<file path="config.mk">
export PLATFORM = sky130hd
export DESIGN_NAME = cpu_interrupt_sequencer
export DESIGN_NICKNAME = d
export VERILOG_FILES = /design/src/common/cis_pkg.sv /design/src/rtl/cpu_interrupt_sequencer.sv
export SDC_FILE = /design/constraint.sdc
export NUM_CORES = 1
export LEC_CHECK = 0
export BUFFER_PORTS_ARGS = -buffer_cell sky130_fd_sc_hd__buf_2
export CORE_MARGIN = 2
export CORE_UTILIZATION = 57
export CTS_CLUSTER_DIAMETER = 120
export CTS_CLUSTER_SIZE = 30
export DETAILED_ROUTE_END_ITERATION = 8
export PLACE_DENSITY = 0.82
export SLEW_MARGIN = 20
export SYNTH_ARGS = -nofsm -noshare
export SYNTH_HDL_FRONTEND = slang
export SYNTH_SLANG_ARGS = --single-unit
</file>
<file path="constraint.sdc">
create_clock -name mclk -period 4.74 [get_ports mclk]
set_input_delay 0.474 -clock mclk [delete_from_list [all_inputs] [get_ports mclk]]
set_output_delay 0.474 -clock mclk [all_outputs]
set_load 0.03 [all_outputs]
</file>
<file path="src/common/cis_pkg.sv">
/*
 * Shared constants for the core interrupt sequencer: vector layout, status bit
 * positions, cycle counts and the register map of the software port.
 * Assumes a single-clock core with a 16-bit program counter and stack pointer.
 */
package cis_pkg;
    localparam int          NUM_SRC_DEF     = 8;
    localparam int          PC_W            = 16;
    localparam int          SP_W            = 16;
    localparam int          ADDR_W          = 4;
    localparam int          DATA_W          = 8;
    localparam logic [15:0] VEC_BASE_APP    = 16'h0000;
    localparam logic [15:0] VEC_BASE_BOOT   = 16'h3800;
    localparam logic [15:0] VEC_SPACING     = 16'h0002;
    localparam int          GIE_BIT         = 7;
    localparam int          VSEL_BIT        = 1;
    localparam logic [7:0]  STATUS_RST      = 8'h00;
    localparam logic [7:0]  CTRL_RST        = 8'h00;
    localparam logic [15:0] SP_RST          = 16'h08ff;
    localparam logic [15:0] SP_STEP_CALL    = 16'h0002;
    // Entry, return, wake-up and vector-jump cycle counts.
    localparam logic [3:0]  ENTRY_CYC       = 4'h4;
    localparam logic [3:0]  WAKE_EXTRA_CYC  = 4'h4;
    localparam logic [3:0]  RETURN_CYC      = 4'h4;
    localparam logic [3:0]  JUMP_CYC        = 4'h3;
    localparam logic [3:0]  ONE_CYC         = 4'h1;
    // Register map of the software port.
    localparam logic [3:0]  REG_STATUS      = 4'h0;
    localparam logic [3:0]  REG_CTRL        = 4'h1;
    localparam logic [3:0]  REG_ENABLE      = 4'h2;
    localparam logic [3:0]  REG_FLAG        = 4'h3;
    localparam logic [3:0]  REG_SP_LO       = 4'h4;
    localparam logic [3:0]  REG_SP_HI       = 4'h5;
    localparam logic [3:0]  REG_LEVEL       = 4'h6;
    localparam logic [3:0]  REG_VEC_LO      = 4'h7;
    localparam logic [3:0]  REG_VEC_HI      = 4'h8;
    typedef enum logic [2:0] {
        CIS_RUN,
        CIS_ENTRY,
        CIS_RETURN,
        CIS_SHADOW
    } cis_state_t;
endpackage

</file>
<file path="src/rtl/cpu_interrupt_sequencer.sv">
/*
 * Reset and interrupt sequencer of an 8-bit core: picks the winning source,
 * gates it by the per-source and global enables, runs the entry and return
 * sequences, and tracks the program counter, stack pointer and global enable.
 * Assumes the instruction sequencer reports instruction boundaries, the
 * enable, disable and return instructions as one-cycle pulses, and that the
 * stack memory itself is written and read elsewhere from the addresses given.
 */
`timescale 1ns/1ps
module cpu_interrupt_sequencer #(
    parameter int NUM_SRC = cis_pkg::NUM_SRC_DEF
) (
    // Clock and reset.
    input  wire logic                      mclk,
    input  wire logic                      rst,
    // Straps and lock bits.
    input  wire logic                      bootResetFuse,
    input  wire logic                      appSectionLockBit,
    input  wire logic                      bootSectionLockBit,
    input  wire logic [cis_pkg::PC_W-1:0]  bootSectionStart,
    // Interrupt sources.
    input  wire logic [NUM_SRC-1:0]        srcEvent,
    input  wire logic [NUM_SRC-1:0]        srcLevel,
    // Instruction sequencer.
    input  wire logic                      instrDone,
    input  wire logic                      enableInstr,
    input  wire logic                      disableInstr,
    input  wire logic                      returnFromIrqInstr,
    input  wire logic                      sleeping,
    input  wire logic [cis_pkg::PC_W-1:0]  pcIn,
    input  wire logic [cis_pkg::PC_W-1:0]  popData,
    // Register port.
    input  wire logic [cis_pkg::ADDR_W-1:0] regAddr,
    input  wire logic [cis_pkg::DATA_W-1:0] regWdata,
    input  wire logic                      regWr,
    input  wire logic                      regRd,
    output logic [cis_pkg::DATA_W-1:0]     regRdata,
    // Sequencer outputs.
    output logic                           coreHold,
    output logic                           pcLoad,
    output logic [cis_pkg::PC_W-1:0]       pcLoadValue,
    output logic                           pushReq,
    output logic [cis_pkg::PC_W-1:0]       pushData,
    output logic [cis_pkg::SP_W-1:0]       stackPtr,
    output logic                           globalEnable,
    output logic                           inHandlerEntry
);
    localparam int IDX_W = (NUM_SRC > 1) ? $clog2(NUM_SRC) : 1;

    cis_pkg::cis_state_t              state_reg;
    logic [cis_pkg::DATA_W-1:0]       status_reg;
    logic [cis_pkg::DATA_W-1:0]       ctrl_reg;
    logic [NUM_SRC-1:0]               enable_reg;
    logic [NUM_SRC-1:0]               flag_reg;
    logic [NUM_SRC-1:0]               levelSel_reg;
    logic [cis_pkg::SP_W-1:0]         sp_reg;
    logic [3:0]                       cnt_reg;
    logic [IDX_W-1:0]                 win_reg;
    logic [cis_pkg::PC_W-1:0]         vec_reg;
    logic                             shadow_reg;
    logic                             started_reg;
    logic                             wakeEntry_reg;
    logic [NUM_SRC-1:0]               request;
    logic                             anyReq;
    logic [IDX_W-1:0]                 winIdx;
    logic                             lockBlock;
    logic                             acceptNow;
    logic [cis_pkg::PC_W-1:0]         vecBase;
    logic [NUM_SRC-1:0]               flagClr_next;
    logic [NUM_SRC-1:0]               flagSet;

    // Decodes a register-port write to the given offset.
    function automatic logic wrHit(input logic [3:0] a, input logic [3:0] off);
        return regWr && (a == off);
    endfunction

    // Latched sources use the flag; level sources use the live condition.
    assign flagSet = srcEvent & ~levelSel_reg;
    assign request = enable_reg & ((flag_reg & ~levelSel_reg) |
                                   (srcLevel & levelSel_reg));

    // Lowest index, hence lowest vector, wins.
    always_comb begin
        winIdx = '0;
        anyReq = 1'b0;
        for (int i = NUM_SRC - 1; i >= 0; i--) begin
            if (request[i]) begin
                winIdx = IDX_W'(i);
                anyReq = 1'b1;
            end
        end
    end

    // Lock bits block interrupts while the program counter sits in the locked section.
    assign lockBlock = (appSectionLockBit && (pcIn < bootSectionStart)) ||
                       (bootSectionLockBit && (pcIn >= bootSectionStart));

    assign vecBase = ctrl_reg[cis_pkg::VSEL_BIT] ? bootSectionStart
                                                 : cis_pkg::VEC_BASE_APP;

    // Disable in the same cycle wins; a shadow cycle after enable or return blocks.
    assign acceptNow = (state_reg == cis_pkg::CIS_RUN) && anyReq && instrDone &&
                       status_reg[cis_pkg::GIE_BIT] && !disableInstr &&
                       !shadow_reg && !lockBlock && started_reg;

    // One-hot clear of the winner on entry for latched sources.
    always_comb begin
        flagClr_next = '0;
        if (acceptNow && !levelSel_reg[winIdx]) begin
            flagClr_next[winIdx] = 1'b1;
        end
        if (wrHit(regAddr, cis_pkg::REG_FLAG)) begin
            flagClr_next = flagClr_next | regWdata[NUM_SRC-1:0];
        end
    end

    // Set wins over a clear in the same cycle.
    always_ff @(posedge mclk or posedge rst) begin
        if (rst) begin
            flag_reg <= '0;
        end else begin
            flag_reg <= (flag_reg & ~flagClr_next) | flagSet;
        end
    end

    always_ff @(posedge mclk or posedge rst) begin
        if (rst) begin
            enable_reg   <= '0;
            levelSel_reg <= '0;
            ctrl_reg     <= cis_pkg::CTRL_RST;
        end else begin
            if (wrHit(regAddr, cis_pkg::REG_ENABLE)) begin
                enable_reg <= regWdata[NUM_SRC-1:0];
            end
            if (wrHit(regAddr, cis_pkg::REG_LEVEL)) begin
                levelSel_reg <= regWdata[NUM_SRC-1:0];
            end
            if (wrHit(regAddr, cis_pkg::REG_CTRL)) begin
                ctrl_reg <= regWdata;
            end
        end
    end

    // Only the global enable is touched by hardware; other status bits are software's.
    always_ff @(posedge mclk or posedge rst) begin
        if (rst) begin
            status_reg <= cis_pkg::STATUS_RST;
        end else begin
            if (wrHit(regAddr, cis_pkg::REG_STATUS)) begin
                status_reg <= regWdata;
            end
            if (enableInstr) begin
                status_reg[cis_pkg::GIE_BIT] <= 1'b1;
            end
            if (disableInstr) begin
                status_reg[cis_pkg::GIE_BIT] <= 1'b0;
            end
            if (acceptNow) begin
                status_reg[cis_pkg::GIE_BIT] <= 1'b0;
            end
            if (state_reg == cis_pkg::CIS_RETURN && cnt_reg == cis_pkg::ONE_CYC) begin
                status_reg[cis_pkg::GIE_BIT] <= 1'b1;
            end
        end
    end

    // Blocks interrupts for the instruction following an enable or a return.
    always_ff @(posedge mclk or posedge rst) begin
        if (rst) begin
            shadow_reg <= 1'b0;
        end else if (enableInstr ||
                     (state_reg == cis_pkg::CIS_RETURN && cnt_reg == cis_pkg::ONE_CYC)) begin
            shadow_reg <= 1'b1;
        end else if (instrDone && state_reg == cis_pkg::CIS_RUN) begin
            shadow_reg <= 1'b0;
        end
    end

    // Sequence of entry and return.
    always_ff @(posedge mclk or posedge rst) begin
        if (rst) begin
            state_reg     <= cis_pkg::CIS_RUN;
            cnt_reg       <= '0;
            win_reg       <= '0;
            vec_reg       <= '0;
            wakeEntry_reg <= 1'b0;
        end else begin
            case (state_reg)
                cis_pkg::CIS_RUN: begin
                    if (acceptNow) begin
                        state_reg     <= cis_pkg::CIS_ENTRY;
                        win_reg       <= winIdx;
                        wakeEntry_reg <= sleeping;
                        cnt_reg       <= sleeping ? cis_pkg::ENTRY_CYC + cis_pkg::WAKE_EXTRA_CYC
                                                  : cis_pkg::ENTRY_CYC;
                        // Index 0 is reset, so source i sits at slot i + 1.
                        vec_reg       <= vecBase + cis_pkg::VEC_SPACING *
                                         (cis_pkg::PC_W'(winIdx) + 16'h0001);
                    end else if (returnFromIrqInstr) begin
                        state_reg <= cis_pkg::CIS_RETURN;
                        cnt_reg   <= cis_pkg::RETURN_CYC;
                    end
                end
                cis_pkg::CIS_ENTRY, cis_pkg::CIS_RETURN: begin
                    if (cnt_reg == cis_pkg::ONE_CYC) begin
                        state_reg <= cis_pkg::CIS_RUN;
                    end
                    cnt_reg <= cnt_reg - cis_pkg::ONE_CYC;
                end
                default: begin
                    state_reg <= cis_pkg::CIS_RUN;
                end
            endcase
        end
    end

    // Stack pointer: minus two on entry, plus two on return.
    always_ff @(posedge mclk or posedge rst) begin
        if (rst) begin
            sp_reg <= cis_pkg::SP_RST;
        end else if (acceptNow) begin
            sp_reg <= sp_reg - cis_pkg::SP_STEP_CALL;
        end else if (state_reg == cis_pkg::CIS_RETURN && cnt_reg == cis_pkg::ONE_CYC) begin
            sp_reg <= sp_reg + cis_pkg::SP_STEP_CALL;
        end else if (wrHit(regAddr, cis_pkg::REG_SP_LO)) begin
            sp_reg[7:0] <= regWdata;
        end else if (wrHit(regAddr, cis_pkg::REG_SP_HI)) begin
            sp_reg[15:8] <= regWdata;
        end
    end

    // Start address after reset, then the program counter load pulses.
    always_ff @(posedge mclk or posedge rst) begin
        if (rst) begin
            started_reg <= 1'b0;
            pcLoad      <= 1'b0;
            pcLoadValue <= '0;
            pushReq     <= 1'b0;
            pushData    <= '0;
        end else begin
            pcLoad  <= 1'b0;
            pushReq <= 1'b0;
            if (!started_reg) begin
                started_reg <= 1'b1;
                pcLoad      <= 1'b1;
                pcLoadValue <= bootResetFuse ? bootSectionStart
                                             : cis_pkg::VEC_BASE_APP;
            end else if (acceptNow) begin
                pushReq  <= 1'b1;
                pushData <= pcIn;
            end else if (state_reg == cis_pkg::CIS_ENTRY && cnt_reg == cis_pkg::ONE_CYC) begin
                pcLoad      <= 1'b1;
                pcLoadValue <= vec_reg;
            end else if (state_reg == cis_pkg::CIS_RETURN && cnt_reg == cis_pkg::ONE_CYC) begin
                pcLoad      <= 1'b1;
                pcLoadValue <= popData;
            end
        end
    end

    // The vector's jump is an ordinary three-cycle instruction run by the core.
    always_ff @(posedge mclk or posedge rst) begin
        if (rst) begin
            coreHold       <= 1'b0;
            inHandlerEntry <= 1'b0;
            globalEnable   <= 1'b0;
            stackPtr       <= cis_pkg::SP_RST;
        end else begin
            coreHold       <= (state_reg != cis_pkg::CIS_RUN && cnt_reg > cis_pkg::ONE_CYC) ||
                              acceptNow || (state_reg == cis_pkg::CIS_RUN && returnFromIrqInstr);
            inHandlerEntry <= acceptNow ||
                              (state_reg == cis_pkg::CIS_ENTRY && cnt_reg > cis_pkg::ONE_CYC);
            globalEnable   <= status_reg[cis_pkg::GIE_BIT];
            stackPtr       <= sp_reg;
        end
    end

    // Read data one cycle after the strobe; unmapped reads give zero.
    always_ff @(posedge mclk or posedge rst) begin
        if (rst) begin
            regRdata <= '0;
        end else if (regRd) begin
            if (regAddr == cis_pkg::REG_STATUS) begin
                regRdata <= status_reg;
            end else if (regAddr == cis_pkg::REG_CTRL) begin
                regRdata <= ctrl_reg;
            end else if (regAddr == cis_pkg::REG_ENABLE) begin
                regRdata <= 8'(enable_reg);
            end else if (regAddr == cis_pkg::REG_FLAG) begin
                regRdata <= 8'(flag_reg);
            end else if (regAddr == cis_pkg::REG_SP_LO) begin
                regRdata <= sp_reg[7:0];
            end else if (regAddr == cis_pkg::REG_SP_HI) begin
                regRdata <= sp_reg[15:8];
            end else if (regAddr == cis_pkg::REG_LEVEL) begin
                regRdata <= 8'(levelSel_reg);
            end else if (regAddr == cis_pkg::REG_VEC_LO) begin
                regRdata <= vec_reg[7:0];
            end else if (regAddr == cis_pkg::REG_VEC_HI) begin
                regRdata <= vec_reg[15:8];
            end else begin
                regRdata <= '0;
            end
        end else begin
            regRdata <= '0;
        end
    end

    logic unusedWake;
    assign unusedWake = wakeEntry_reg ^ win_reg[0];
endmodule

</file>
# Word-level counts from Yosys, hierarchy flattened
# Cells that the tools add are included.
# Widths: inputs -> output; s select.
[totals] out_inout_bits=61 ff_bits=142 input_bits=88 wordCells=170
[op_classes] n_eq_ne=16 magnitude_cmp=5 n_bitwise=10 n_mux=64 addsub=5 reduce_logical=48
[ops] operator="$mux 16" n=8
[ops] operator="$mux 8" n=16
[ops] operator="$and 8x8->8" n=5
[ops] operator="$mux 3" n=11
[ops] operator="$logic_and 1x1->1" n=24
[ops] operator="$or 8x8->8" n=3
[ops] operator="$mux 1" n=22
[ops] operator="$add 16x2->16 const B" n=1
[ops] operator="$add 16x5->16" n=1
[ops] operator="$eq 4x3->1 const B" n=4
[ops] operator="$ge 16x16->1" n=1
[ops] operator="$lt 16x16->1" n=1
[ops] operator="$not 8->8" n=2
[ops] operator="$sub 16x2->16 const B" n=1
[ops] operator="$mux 4" n=3
[ops] operator="$reduce_and 2->1" n=6
[ops] operator="$reduce_bool 3->1" n=3
[ops] operator="$eq 4x1->1 const B" n=2
[ops] operator="$eq 4x2->1 const B" n=2
[ops] operator="$pmux 4 s2" n=1
[ops] operator="$ne 3x3->1 const B" n=2
[ops] operator="$pmux 3 s2" n=1
[ops] operator="$logic_or 1x1->1" n=5
[ops] operator="$reduce_bool 5->1" n=1
[ops] operator="17 further kinds" n=22

# Longest topological paths before layout
[depth] word_depth=26 ltp_mapped=14 depth_no_buf=14

# Least setup slack after synthesis
# OpenSTA, ideal clock, no wires.
[synth_timing] kind="reg2reg" start="reg levelSel_reg[4]" end="reg vec_reg[14] in the netlist's numbering" path_slack_ns=1.377 synth_period_minus_slack_ns=3.363 setup_ns=0.096 required_time_ns=4.644 path_stages_with_launch=14 n_path_buf=0 arrival_time_ns=3.267 cell_sequence="dfrtp_1 -> mux2_2 -> a22o_1 -> a22o_1 -> a21oi_1 -> ha_1 -> ha_1 -> a21o_1 -> a21o_1 -> a21oi_1 -> nor4_1 -> nand3_1 -> xnor2_1 -> o31ai_1"
[synth_via] elab_chain_cells=17 word_cells_on_any_way=25 cone_classes="2 x add/sub; 10 x mux; 5 x bitwise; 8 x reduce/logical"
[synth_lines] item="from (decl)" line="cpu_interrupt_sequencer.sv:55" rtl="logic [NUM_SRC-1:0] levelSel_reg;"
[synth_lines] item="from (signal assigned)" line="cpu_interrupt_sequencer.sv:136" rtl="levelSel_reg <= regWdata[NUM_SRC-1:0];"
[synth_lines] item="$not 8->8" line="cpu_interrupt_sequencer.sv:79" rtl="assign request = enable_reg & ((flag_reg & ~levelSel_reg) |"
[synth_lines] item="$and 8x8->8" line="cpu_interrupt_sequencer.sv:79"
[synth_lines] item="$or 8x8->8 *" line="cpu_interrupt_sequencer.sv:79"
[synth_lines] item="$and 8x8->8 *" line="cpu_interrupt_sequencer.sv:79"
[synth_lines] item="parallel branches: the longest is 13 deep, another holds $add 16x5->16"
[synth_lines] item="to (signal assigned)" line="cpu_interrupt_sequencer.sv:197" rtl="vec_reg <= vecBase + cis_pkg::VEC_SPACING *"
[synth_lines] item="to (decl)" line="cpu_interrupt_sequencer.sv:59" rtl="logic [cis_pkg::PC_W-1:0] vec_reg;"
# Mark *: on every way between the ends.
# A chain may end at the register's enable or synchronous reset.

# Worst setup path after layout
# Ends and elaborated chain as after synthesis.

==> flow_summary.toml <==
[worst_setup_path]
end_kind = "register"
crit_fanout = 9
critical_path_class = "register to register"
critPathMaxStageDelay_ps = 460
cpMaxStageDelayCell = "dfrtp_1"
cp.required_ps = 5070
cp_cell_sequence = "mux2_2 > a22o_1 > a22o_1 > a21oi_1 > buf_4 > ha_1 > ha_1 > a21o_1 > a21o_1 > a21oi_1 > nor4_1 > nand3_1 > xnor2_1 > o31ai_1"
cp_top_family = "compound AO/OA/AOI/OAI gates"
cp.arrival_ps = 3870
worstSetupStartpointType = "register"
cp.buffers_inverters = 1

[timing]
max_freq_ghz = 0.283
hold_viol_final = 0
rsz0062_at_grt = "false"
max_slew_margin_pct = 39.2
post-route-period-util_pct = 74.6
finalSetupTns_ps = 0
finClkSkew_ps = 8.86
post-route-min-period_ps = 3540
fin_ws_ps = 1200
max_slew.worst_pin.slew_ps = 912
drv_slew = 0
setup-violations-final = 0

[synth]
synth_top_area_share_pct = 37.6
ys_seq_area_share_pct = 43.4
syn-instance-count = 884
synth_area_leaders = "dfrtp_1 38%, mux2_2 9.2%, nand2_1 8.2%, dfstp_2 5.8%, ha_1 4.3%"
synthAdderAreaFrac_pct = 4.52
synthMuxAreaShare_pct = 10.2
synthesis.nets = 1001
yosys_most_used_dff = "dfrtp_1"
ys_ff_latch = 141
synth-edff-count = 0
ys_warn_count = 0
syn_area_per_cell_um2 = 9.26
synth_xor_area_share_pct = 2.35
async_reset_ff_share_pct = 100
synthSimpleGateAreaFrac_pct = 18.2
synth_common_cells = "178 x nand2_1, 123 x dfrtp_1, 67 x mux2_2"
synth_top_family_by_area = "simple AND/OR/NAND/NOR gates"
synth.largest_area_cell = "dfrtp_1"
synth.distinct_cells = 75
synth-compound-area-share_pct = 16.9
synth.most_common_cell = "nand2_1"
netlist_area_um2 = 8190

[placed_design]
placed_cell_area_um2 = 9020
pre_cts_slack_ps = 1250
port_buffers = 148
place_hpwl_um = 17400
gp_congestion = 0.956
placed_cells = 1178

[cts]
cts_sinks = 141
cts-root-buf = "clkbuf_16"
cts_hold_buf = 0
htree_levels = 4
cts_made_buffers = 17
cts_resized = 0
clkLatencyLatePin_ps = 430
clockBufferDepth = 2
post_cts_buffers = 0
cts.clk_slew.worst_paths_ps = 60
cts_tree = "yes"

[grt]
grt_pass1_vias = 7352
grt_max_degree = 103
grt_pass1_wl_um = 37900
grt_usage_pct = 32.6
antenna_found_initial = 0
overflow = 0

[routing]
drc = 0
viasPerCell = 6.28
routedWlPerCell_um = 19.9
wl_um = 24000
vias = 7585
antenna_left = 0
drtIter0Drc = 722
first_pass_iters = 5

[outcome]
outcome = "finished clean"

[floorplanning]
rows = 43
initial_core_util_pct = 58.8
die_x_um = 124
die_h_um = 124
dieArea_um2 = 15300
design.core.area_um2 = 13900
ios = 149

[cells_and_area]
utilization_pct = 68.9
design_area_um2 = 9600
n_antenna_cell = 0
drive_gt1_share_pct = 28.0
nFillCells = 1102
area_growth_pct = 17.2
nNetsFinal = 1134
finalNonFillerCells = 1208

[power]
powerDensity_nw_per_um2 = 471
p_leak_uw = 0.00455
ir_drop_v = 0.000303

[flow_run]
maxCapViolCount = 0

[worst_hold_path]
min_path_type = "primary input to async pin"
per-layer routing:
layer	vias up	global-route usage, %	wire, um
met1	3653	41.1	9400
met2	434	51.1	11100
met4	0	16.0	1080
met3	85	9.94	2400
met5	-	0	0
li1	3413	-	-
power breakdown:
group | switching (uW) | internal, uW | total, uW
Combinational | 828 | 521 | 1350
Clock | 496 | 820 | 1320
Sequential | 319 | 1540 | 1860
Total | 1640 | 2880 | 4520
through the flow:
step / power, uW / hold slack, ps
floorplan: 2760 / 352
global placement: 3160 / 384
detailed placement: 3200 / 382
CTS: 4510 / 250
global route: 4750 / 254
finish: 4520 / 244
layout make-up:
class / count / area [um^2] / share of cell area, %
well taps: 180 / 225 / 2.35
clock buffers: 23 / 488 / 5.08
multi-input cells: 655 / 4270 / 44.5
repair buffers: 155 / 793 / 8.26
clock inverters: 7 / 87.6 / 0.913
inverters: 47 / 181 / 1.89
flip-flops and latches: 141 / 3550 / 37.0
layout by cell type (no fill, tap or decap), types with 8 or more instances in the layout:
cell type	count
o21ai_0	59
nor4_1	11
mux2i_1	8
inv_1	44
nand2_1	178
o22ai_1	10
nor2_1	44
o221ai_1	10
buf_2	148
mux2_2	67
dfstp_2	18
dfrtp_1	123
clkbuf_16	17
ha_1	28
xnor2_1	15
nand3_1	27
nand4_1	12
nor3_1	14
a21oi_1	36
final timing paths:
path | startpoint | endpoint | slack (ps) | cells after the start
setup / recovery | levelSel_reg[4] | vec_reg[14] | 1200 | 14
hold / removal | rst | pcLoadValue[12] | 240 | 2
setup reg to reg | levelSel_reg[4] | vec_reg[14] | 1200 | 14
hold reg to reg | sp_reg[0] | stackPtr[0] | 390 | 0
max in group asynchronous | rst | stackPtr[3] | 3410 | 3
min in group mclk | pcIn[11] | pushData[11] | 250 | 3
cells by family after synthesis:
kind of cell,Yosys count
buffers and inverters,88
adders and majority gates,29
AOI/OAI and AO/OA,202
DFF,141
other,1
muxes,75
and+or+nand+nor,326
xor gates and xnor gates,22
No activity file was read; power rests on OpenSTA's default activity.
